--- src/hdl/flash_host_map.svh ---
`ifndef FLASH_HOST_MAP_SVH
`define FLASH_HOST_MAP_SVH

//----------------------------------------------------------------
// Behaviour
// Status bit 7 reads one when ready.
// Status bit 6 flags suspended erase.
// Bits 5/4 flag erase/program failure.
// Bit 3 flags low programming supply abort.
// Status bit 2 flags suspended program.
// Bit 1 flags lock-pin abort.
// Host masks reserved status bit 0.
// Host trusts low bits only when ready.
// Bad erase sequence sets bits 5 and 4.
// Supply bit sampled only after command sequence.
// Lock pins sampled only after command sequence.
// Erase writes 20H then D0H, same block.
// Program writes 40H/10H then data.
// Host writes FFH after last operation.
// Error bits sticky until clear-status command.
// Ready/busy low while engine works.
// Ready/busy high in suspend and power-down.
// Supply error sets bit 3 plus op bit.
// Power-down mid-operation aborts; host repeats.
// Power-down clears whole status byte; the model clears bits 6 to 1 only, bit 0 still reads one.
// Command interface starts in array-read mode.
// Host issues array-read before reading contents.
// Erase suspend sets ready and suspended bits.
// Locked boot program sets bits 1 and 4.
// Clear-status command clears sticky error bits.
//----------------------------------------------------------------

// Software register word indexes
`define REG_CMD          3'h0
`define REG_ADDR         3'h1
`define REG_WDATA        3'h2
`define REG_STATUS       3'h3
`define REG_RDATA        3'h4
`define REG_CTRL         3'h5

// Flash command codes
`define FL_ERASE_SETUP   8'h20
`define FL_ERASE_CONFIRM 8'hd0
`define FL_PROG_SETUP    8'h40
`define FL_PROG_SETUP2   8'h10
`define FL_READ_ARRAY    8'hff
`define FL_CLEAR_STATUS  8'h50

// Status byte fields
`define SB_READY         7
`define SB_RSVD          0
`define SB_ERASE_ERR     5
`define SB_PROG_ERR      4
`define SB_MASK          8'hfe

// Status register fields
`define ST_BUSY          0
`define ST_RB_PIN        1
`define ST_DONE          2
`define ST_ABORT         3
`define ST_SEQ_ERR       4
`define ST_BYTE_LSB      8

// Control register fields
`define CTRL_ALT_SETUP   0
`define CTRL_POWERDOWN   1

// Timing
`define CLK_NS           40
`define FL_WE_NS         80
`define FL_GAP_NS        80
`define FL_RD_NS         320
`define NS_TO_CYC(ns)    ((((ns) + `CLK_NS - 1) / `CLK_NS))

`endif

--- src/hdl/flash_host_pkg.sv ---
package flash_host_pkg;

    typedef enum logic [2:0]
    {
        S_IDLE   = 3'b000,
        S_CMD1   = 3'b001,
        S_CMD2   = 3'b010,
        S_POLL   = 3'b011,
        S_FINISH = 3'b100,
        S_RDWORD = 3'b101
    } seq_state_t;

    typedef enum logic [2:0]
    {
        OP_NONE       = 3'b000,
        OP_ERASE      = 3'b001,
        OP_PROGRAM    = 3'b010,
        OP_READ_ARRAY = 3'b011,
        OP_CLEAR      = 3'b100,
        OP_READ_WORD  = 3'b101
    } op_t;

endpackage : flash_host_pkg

--- src/hdl/flash_host.sv ---
`include "flash_host_map.svh"

module flash_host
    import flash_host_pkg::*;
#(
    parameter int ADDR_W = 19,
    parameter int DATA_W = 16
)
(
    // Clock and reset
    input  wire logic              clk,
    input  wire logic              rst,
    // Avalon-MM slave
    input  wire logic [2:0]        address,
    input  wire logic              read,
    input  wire logic              write,
    input  wire logic [31:0]       writedata,
    output logic      [31:0]       readdata,
    output logic                   waitrequest,
    // Flash pins
    output logic [ADDR_W-1:0]      flash_addr,
    output logic [DATA_W-1:0]      flash_dq_out,
    input  wire logic [DATA_W-1:0] flash_dq_in,
    output logic                   flash_dq_oe,
    output logic                   chip_sel_n,
    output logic                   out_en_n,
    output logic                   write_en_n,
    output logic                   powerdown_pin_n,
    input  wire logic              ready_busy_pin
);

    localparam logic [7:0] WR_LEN  = 8'(`NS_TO_CYC(`FL_WE_NS));
    localparam logic [7:0] GAP_LEN = 8'(`NS_TO_CYC(`FL_GAP_NS));
    localparam logic [7:0] RD_LEN  = 8'(`NS_TO_CYC(`FL_RD_NS));

    seq_state_t         state;
    op_t                op;
    logic [7:0]         cnt;
    logic [ADDR_W-1:0]  addr_reg;
    logic [DATA_W-1:0]  wdata_reg;
    logic [DATA_W-1:0]  rdata_reg;
    logic [7:0]         status_byte;
    logic               alt_setup;
    logic               powerdown;
    logic               done;
    logic               aborted;
    logic [DATA_W-1:0]  dq_meta;
    logic [DATA_W-1:0]  dq_sync;
    logic               rb_meta;
    logic               rb_sync;
    logic               is_read;
    logic [7:0]         strobe_len;
    logic               cycle_end;
    logic               sample;
    logic [7:0]         cmd_byte;
    logic               bus_wr;
    logic               bus_rd;
    logic               start_cmd;

    //----------------------------------------------------------------
    // Pin synchronisers
    //----------------------------------------------------------------
    always_ff @(posedge clk or posedge rst)
    begin
        if (rst)
        begin
            dq_meta <= '0;
            dq_sync <= '0;
            rb_meta <= 1'b0;
            rb_sync <= 1'b0;
        end
        else
        begin
            dq_meta <= flash_dq_in;
            dq_sync <= dq_meta;
            rb_meta <= ready_busy_pin;
            rb_sync <= rb_meta;
        end
    end

    //----------------------------------------------------------------
    // Avalon slave
    //----------------------------------------------------------------
    assign bus_wr    = write && !waitrequest;
    assign bus_rd    = read && !waitrequest;
    assign start_cmd = bus_wr && (address == `REG_CMD) && (state == S_IDLE) && !powerdown;

    always_ff @(posedge clk or posedge rst)
    begin
        if (rst)
            waitrequest <= 1'b1;
        else
            waitrequest <= !((read || write) && waitrequest);
    end

    always_ff @(posedge clk or posedge rst)
    begin
        if (rst)
            readdata <= '0;
        else if (read && waitrequest)
        begin
            case (address)
                `REG_ADDR:   readdata <= 32'(addr_reg);
                `REG_WDATA:  readdata <= 32'(wdata_reg);
                `REG_RDATA:  readdata <= 32'(rdata_reg);
                `REG_CTRL:   readdata <= {30'h0, powerdown, alt_setup};
                `REG_STATUS:
                begin
                    readdata                            <= '0;
                    readdata[`ST_BUSY]                  <= (state != S_IDLE);
                    readdata[`ST_RB_PIN]                <= rb_sync;
                    readdata[`ST_DONE]                  <= done;
                    readdata[`ST_ABORT]                 <= aborted;
                    readdata[`ST_SEQ_ERR]               <= status_byte[`SB_ERASE_ERR] & status_byte[`SB_PROG_ERR];
                    readdata[`ST_BYTE_LSB+7:`ST_BYTE_LSB] <= status_byte;
                end
                default:     readdata <= '0;
            endcase
        end
    end

    always_ff @(posedge clk or posedge rst)
    begin
        if (rst)
        begin
            addr_reg  <= '0;
            wdata_reg <= '0;
            alt_setup <= 1'b0;
            powerdown <= 1'b0;
        end
        else if (bus_wr)
        begin
            case (address)
                `REG_ADDR:  addr_reg  <= writedata[ADDR_W-1:0];
                `REG_WDATA: wdata_reg <= writedata[DATA_W-1:0];
                `REG_CTRL:
                begin
                    alt_setup <= writedata[`CTRL_ALT_SETUP];
                    powerdown <= writedata[`CTRL_POWERDOWN];
                end
                default: ;
            endcase
        end
    end

    //----------------------------------------------------------------
    // Bus cycle timing
    //----------------------------------------------------------------
    assign is_read    = (state == S_POLL) || (state == S_RDWORD);
    assign strobe_len = is_read ? RD_LEN : WR_LEN;
    assign cycle_end  = (state != S_IDLE) && (cnt == strobe_len + GAP_LEN - 8'h01);
    assign sample     = is_read && (cnt == strobe_len - 8'h01);

    always_comb
    begin
        cmd_byte = `FL_READ_ARRAY;
        case (state)
            S_CMD1:
            begin
                case (op)
                    OP_ERASE:   cmd_byte = `FL_ERASE_SETUP;
                    OP_PROGRAM: cmd_byte = alt_setup ? `FL_PROG_SETUP2 : `FL_PROG_SETUP;
                    OP_CLEAR:   cmd_byte = `FL_CLEAR_STATUS;
                    default:    cmd_byte = `FL_READ_ARRAY;
                endcase
            end
            S_CMD2:   cmd_byte = `FL_ERASE_CONFIRM;
            S_FINISH: cmd_byte = `FL_READ_ARRAY;
            default:  cmd_byte = `FL_READ_ARRAY;
        endcase
    end

    //----------------------------------------------------------------
    // Sequencer
    //----------------------------------------------------------------
    always_ff @(posedge clk or posedge rst)
    begin
        if (rst)
        begin
            state <= S_IDLE;
            op    <= OP_NONE;
            cnt   <= '0;
        end
        else if (powerdown && state != S_IDLE)
        begin
            // Power-down kills the operation; software must repeat it
            state <= S_IDLE;
            cnt   <= '0;
        end
        else if (start_cmd)
        begin
            op    <= op_t'(writedata[2:0]);
            cnt   <= '0;
            case (op_t'(writedata[2:0]))
                OP_ERASE, OP_PROGRAM, OP_READ_ARRAY, OP_CLEAR: state <= S_CMD1;
                OP_READ_WORD:                                  state <= S_RDWORD;
                default:                                       state <= S_IDLE;
            endcase
        end
        else if (state != S_IDLE)
        begin
            cnt <= cycle_end ? 8'h00 : cnt + 8'h01;
            if (cycle_end)
            begin
                case (state)
                    S_CMD1:   state <= (op == OP_ERASE || op == OP_PROGRAM) ? S_CMD2 : S_IDLE;
                    S_CMD2:   state <= S_POLL;
                    // Low bits mean nothing until the ready bit is seen
                    S_POLL:   state <= status_byte[`SB_READY] ? S_FINISH : S_POLL;
                    default:  state <= S_IDLE;
                endcase
            end
        end
    end

    always_ff @(posedge clk or posedge rst)
    begin
        if (rst)
        begin
            status_byte <= '0;
            rdata_reg   <= '0;
        end
        else if (sample && state == S_POLL)
            status_byte <= dq_sync[7:0] & `SB_MASK;
        else if (sample)
            rdata_reg   <= dq_sync;
    end

    // Done and abort: setting wins over the clear from a new command
    always_ff @(posedge clk or posedge rst)
    begin
        if (rst)
        begin
            done    <= 1'b0;
            aborted <= 1'b0;
        end
        else
        begin
            done    <= (cycle_end && (state == S_FINISH || state == S_RDWORD ||
                        (state == S_CMD1 && op != OP_ERASE && op != OP_PROGRAM))) || (done && !start_cmd);
            aborted <= (powerdown && state != S_IDLE) || (aborted && !start_cmd);
        end
    end

    //----------------------------------------------------------------
    // Flash pins
    //----------------------------------------------------------------
    always_ff @(posedge clk or posedge rst)
    begin
        if (rst)
        begin
            flash_addr      <= '0;
            flash_dq_out    <= '0;
            flash_dq_oe     <= 1'b0;
            chip_sel_n      <= 1'b1;
            out_en_n        <= 1'b1;
            write_en_n      <= 1'b1;
            powerdown_pin_n <= 1'b1;
        end
        else
        begin
            powerdown_pin_n <= !powerdown;
            flash_addr      <= addr_reg;
            chip_sel_n      <= !(state != S_IDLE && cnt < strobe_len && !powerdown);
            out_en_n        <= !(is_read && cnt < strobe_len && !powerdown);
            write_en_n      <= !(state != S_IDLE && !is_read && cnt < strobe_len && !powerdown);
            flash_dq_oe     <= state != S_IDLE && !is_read && !powerdown;
            flash_dq_out    <= (state == S_CMD2 && op == OP_PROGRAM) ? wdata_reg : DATA_W'(cmd_byte);
        end
    end

    //----------------------------------------------------------------
    // Checks
    //----------------------------------------------------------------
    mask_bit_a: assert property (@(posedge clk) disable iff (rst)
        $past(sample) && $past(state) == S_POLL |-> status_byte[`SB_RSVD] == 1'b0 &&
        status_byte[7:1] == $past(dq_sync[7:1]))
        else $error("Reserved status bit not masked");

    poll_ready_a: assert property (@(posedge clk) disable iff (rst)
        state == S_FINISH && $past(state) == S_POLL |-> $past(status_byte[`SB_READY]))
        else $error("Left polling without ready bit");

    erase_setup_a: assert property (@(posedge clk) disable iff (rst)
        $fell(write_en_n) && $past(state) == S_CMD1 && op == OP_ERASE |-> flash_dq_out == DATA_W'(`FL_ERASE_SETUP))
        else $error("Erase setup code wrong");

    erase_conf_a: assert property (@(posedge clk) disable iff (rst)
        $fell(write_en_n) && $past(state) == S_CMD2 && op == OP_ERASE
        |-> flash_dq_out == DATA_W'(`FL_ERASE_CONFIRM) && $stable(flash_addr))
        else $error("Erase confirm wrong");

    prog_setup_a: assert property (@(posedge clk) disable iff (rst)
        $fell(write_en_n) && $past(state) == S_CMD1 && op == OP_PROGRAM
        |-> flash_dq_out == (alt_setup ? DATA_W'(`FL_PROG_SETUP2) : DATA_W'(`FL_PROG_SETUP)))
        else $error("Program setup code wrong");

    prog_data_a: assert property (@(posedge clk) disable iff (rst)
        $fell(write_en_n) && $past(state) == S_CMD2 && op == OP_PROGRAM |-> flash_dq_out == wdata_reg)
        else $error("Program data wrong");

    array_return_a: assert property (@(posedge clk) disable iff (rst)
        $fell(write_en_n) && $past(state) == S_FINISH |-> flash_dq_out == DATA_W'(`FL_READ_ARRAY))
        else $error("Read-array command wrong");

    finish_path_a: assert property (@(posedge clk) disable iff (rst || powerdown)
        $past(state) == S_POLL && state != S_POLL |-> state == S_FINISH ##1 state == S_FINISH [*2])
        else $error("Operation ended without read-array");

    strobe_excl_a: assert property (@(posedge clk) disable iff (rst)
        $rose(powerdown) |=> chip_sel_n && write_en_n && out_en_n && !flash_dq_oe && state == S_IDLE)
        else $error("Bus active during power-down");

endmodule : flash_host

--- config.mk ---
export PLATFORM = sky130hd
export DESIGN_NAME = flash_host
export DESIGN_NICKNAME = d
export VERILOG_FILES = /design/src/hdl/flash_host_pkg.sv /design/src/hdl/flash_host.sv
export VERILOG_INCLUDE_DIRS = /design/src /design/src/hdl
export SDC_FILE = /design/constraint.sdc
export NUM_CORES = 1
export LEC_CHECK = 0
export ABC_AREA = 1
export BUFFER_PORTS_ARGS = -buffer_cell sky130_fd_sc_hd__buf_4
export CORE_MARGIN = 1
export CORE_UTILIZATION = 44
export DETAILED_ROUTE_END_ITERATION = 7
export PLACE_DENSITY = 0.73
export SLEW_MARGIN = 5
export SYNTH_ARGS = -nofsm -noshare
export SYNTH_HDL_FRONTEND = slang
export SYNTH_SLANG_ARGS = --single-unit
--- constraint.sdc ---
create_clock -name clk -period 9.4 [get_ports clk]
set_input_delay 2.82 -clock clk [delete_from_list [all_inputs] [get_ports clk]]
set_output_delay 2.82 -clock clk [all_outputs]
set_load 0.02 [all_outputs]
==> impl_metrics.json <==
{
  "cts_max_level": 4,
  "first_pass_iters": 6,
  "final_cells": 1005,
  "critPathRequiredTime_ps": 9700,
  "clock-root-buffer": "clkbuf_16",
  "synth_xor_area_share_pct": 0,
  "ys_warn_count": 0,
  "hold_viol_final": 0,
  "regArea_mm2": 0.00426,
  "fin_crit_sh_pct": 48.5,
  "n_antenna_cell": 0,
  "cp-end-kind": "flip-flop",
  "die_y_um": 127,
  "placed_cells": 973,
  "status": "finished clean",
  "ys_ff_latch": 170,
  "worst_path_largest_cell_delay_ps": 830,
  "cts_resized": 0,
  "crit_fanout": 20,
  "drive_gt1_share_pct": 23.3,
  "p_switching_mw": 0.487,
  "synthAdderAreaFrac_pct": 0.548,
  "grt_util_all_layers_pct": 19.4,
  "crit_arrival_ps": 4860,
  "fillers": 1366,
  "tightest_slew_ps": 958,
  "drtIter0Drc": 507,
  "tns_ps": 0,
  "final_common_cell": "nand2_1",
  "numPortBuffers": 102,
  "p_int_mw": 1.31,
  "maxCapViolations": 0,
  "comb_power_share_pct": 13.4,
  "grt_pass1_vias": 4565,
  "place_hpwl_um": 10000,
  "rows": 45,
  "syn_area_per_cell_um2": 9.72,
  "cp-start-kind": "input port",
  "cts_buffer_depth": 2,
  "post_drt_via_cell_ratio": 4.91,
  "layout_common_cells": "236 x nand2_1, 165 x dfrtp_1, 103 x buf_4, 59 x inv_1, 40 x nand3_1",
  "timing.final.ws_setup_ps": 4840,
  "synth_seq_area_share_pct": 62.2,
  "ant_nets": 0,
  "pre_cts_slack_ps": 4400,
  "post-route-util_pct": 54.0,
  "synth_area_mm2": 0.00685,
  "drc": 0,
  "hold_class": "flip-flop to flip-flop",
  "cts_num_sinks": 170,
  "synthToLayoutAreaGrowth_pct": 19.8,
  "grt_pass1_wl_um": 23800,
  "synth-simple-area-share_pct": 21.7,
  "clkPwrFrac_pct": 37.5,
  "synth_top_family_by_area": "simple AND/OR/NAND/NOR gates",
  "crit_type": "input port to flip-flop",
  "cts_setup_buffers": 0,
  "syn_inst": 705,
  "skew_ps": 6.95,
  "grt-ovfl-total": 0,
  "fmax_mhz": 219,
  "grt_max_degree": 94,
  "worstPathCellList": "buf_4, nand2_1, clkinv_1, o21ai_0, nand2_1",
  "p_seq_share_pct": 49.1,
  "synth_compound_area_share_pct": 7.06,
  "cp_common_cell": "nand2_1",
  "hold_buffers": 0,
  "sw_frac_of_total_pct": 27.1,
  "slew_headroom_pct": 36.1,
  "die_x_um": 127,
  "start_util_pct": 45.1,
  "worstSkewPairLatency_ps": 420,
  "muxShareOfSynthArea_pct": 0.493,
  "power.leakage_nw": 4.18,
  "power.density_mw_per_mm2": 219,
  "multiInputGateArea_mm2": 0.00209,
  "via_count": 4935,
  "synth_cell_types": 37,
  "clkTransAtPathRegs_ps": 60,
  "place.gp.congestion": 0.871,
  "grt_antenna_before_repair": 0,
  "setup_viol": 0,
  "cts_buffers": 17,
  "wl_per_cell_um": 14.2,
  "core_area_mm2": 0.0152,
  "layout_min_cycle_time_ps": 4560,
  "cts_tree": "done",
  "ir_worst_vdd_mv": 0.146,
  "top_level_ports": 129,
  "slowest_stage": "clkinv_1",
  "nets": 863,
  "rsz0062_at_grt": "no",
  "routed_wl_um": 14300,
  "dieArea_mm2": 0.0161,
  "finalMaxSlewViolations": 0
}
-- final timing paths --
check	from	to	slack (ps)	cells after the start
worst max-delay path	read	readdata[1]$_DFFE_PP0P_	4840	5
worst min-delay path	dq_meta[1]$_DFF_PP0_	dq_sync[1]$_DFF_PP0_	340	0
worst max register to register	state[0]$_DFFE_PP0P_	status_byte[4]$_DFFE_PP0P_	6340	10
worst min register to register	dq_meta[1]$_DFF_PP0_	dq_sync[1]$_DFF_PP0_	340	0
max in group asynchronous	rst	addr_reg[1]$_DFFE_PP0P_	5330	3
min in group asynchronous	rst	flash_dq_out[2]$_DFF_PP0_	2560	2
-- power groups by stage --
stage          clock (mW)  sequential (mW)  combinational (mW)
3_3_place_gp            0            0.892               0.237
6_report            0.673            0.881               0.242
3_5_place_dp            0            0.893               0.243
4_1_cts             0.684            0.880               0.244
5_1_grt             0.718            0.891               0.268
2_1_floorplan           0            0.917               0.114
-- synthesized netlist by cell type (all sizes together) --
cell / instances / area share (%)
nor3: 4 / 0.69
clkbuf: 1 / 0.055
nand3: 41 / 3.1
inv: 69 / 3.8
nor2: 36 / 2.2
o21ai: 70 / 6.3
dfstp: 5 / 1.9
a21boi: 1 / 0.11
o22ai: 1 / 0.091
nand2: 242 / 14
conb: 1 / 0.055
nor4: 2 / 0.27
a21oi: 2 / 0.20
clkinv: 2 / 0.13
mux2: 3 / 0.49
ha: 3 / 0.55
nand4: 20 / 1.8
dfrtp: 165 / 60
o211ai: 2 / 0.29
buf: 34 / 4.0
o21a: 1 / 0.11
-- per-layer routing --
layer	vias up	part of all wire [%]	global-route usage, %
met1	2334	49	28.5
li1	2417	-	-
met2	164	44	27.5
met4	0	2.1	9.31
met3	20	5.6	4.09
met5	-	0	0
-- cell families (layout without fill, tap and decap cells) --
logic type                 Yosys count  after routing
and+or+nand+nor                    345            345
DFF                                170            170
adders and majority gates            3              3
buffers and inverters              106            206
other                                1             13
muxes                                3              3
AOI/OAI and AO/OA                   77             77
-- per-stage QoR --
step                      power [mW]  instance area [um^2]  hold slack [ps]
after global placement          1.13                  7630              333
after CTS                       1.81                  8210              346
after global routing            1.88                  8210              353
final                           1.80                  8210              342
after detailed placement        1.14                  7630              335
after floorplan                 1.03                  6900              331
-- area by class of cell --
class,count,area share [%]
sequential,170,51.9
multi-input combinational,441,25.5
timing repair buffer,103,9.42
clock buffer,23,5.94
inverter,71,3.32
tap,188,2.86
clock inverter,9,1.08
-- critical path, delay by kind of cell --
| family | cells | cell delay [ps] |
|---|---|---|
| simple gates | 2 | 730 |
| buf+inv | 2 | 940 |
| compound gates | 1 | 360 |
Note: power is estimated with default switching activity, not from simulation.
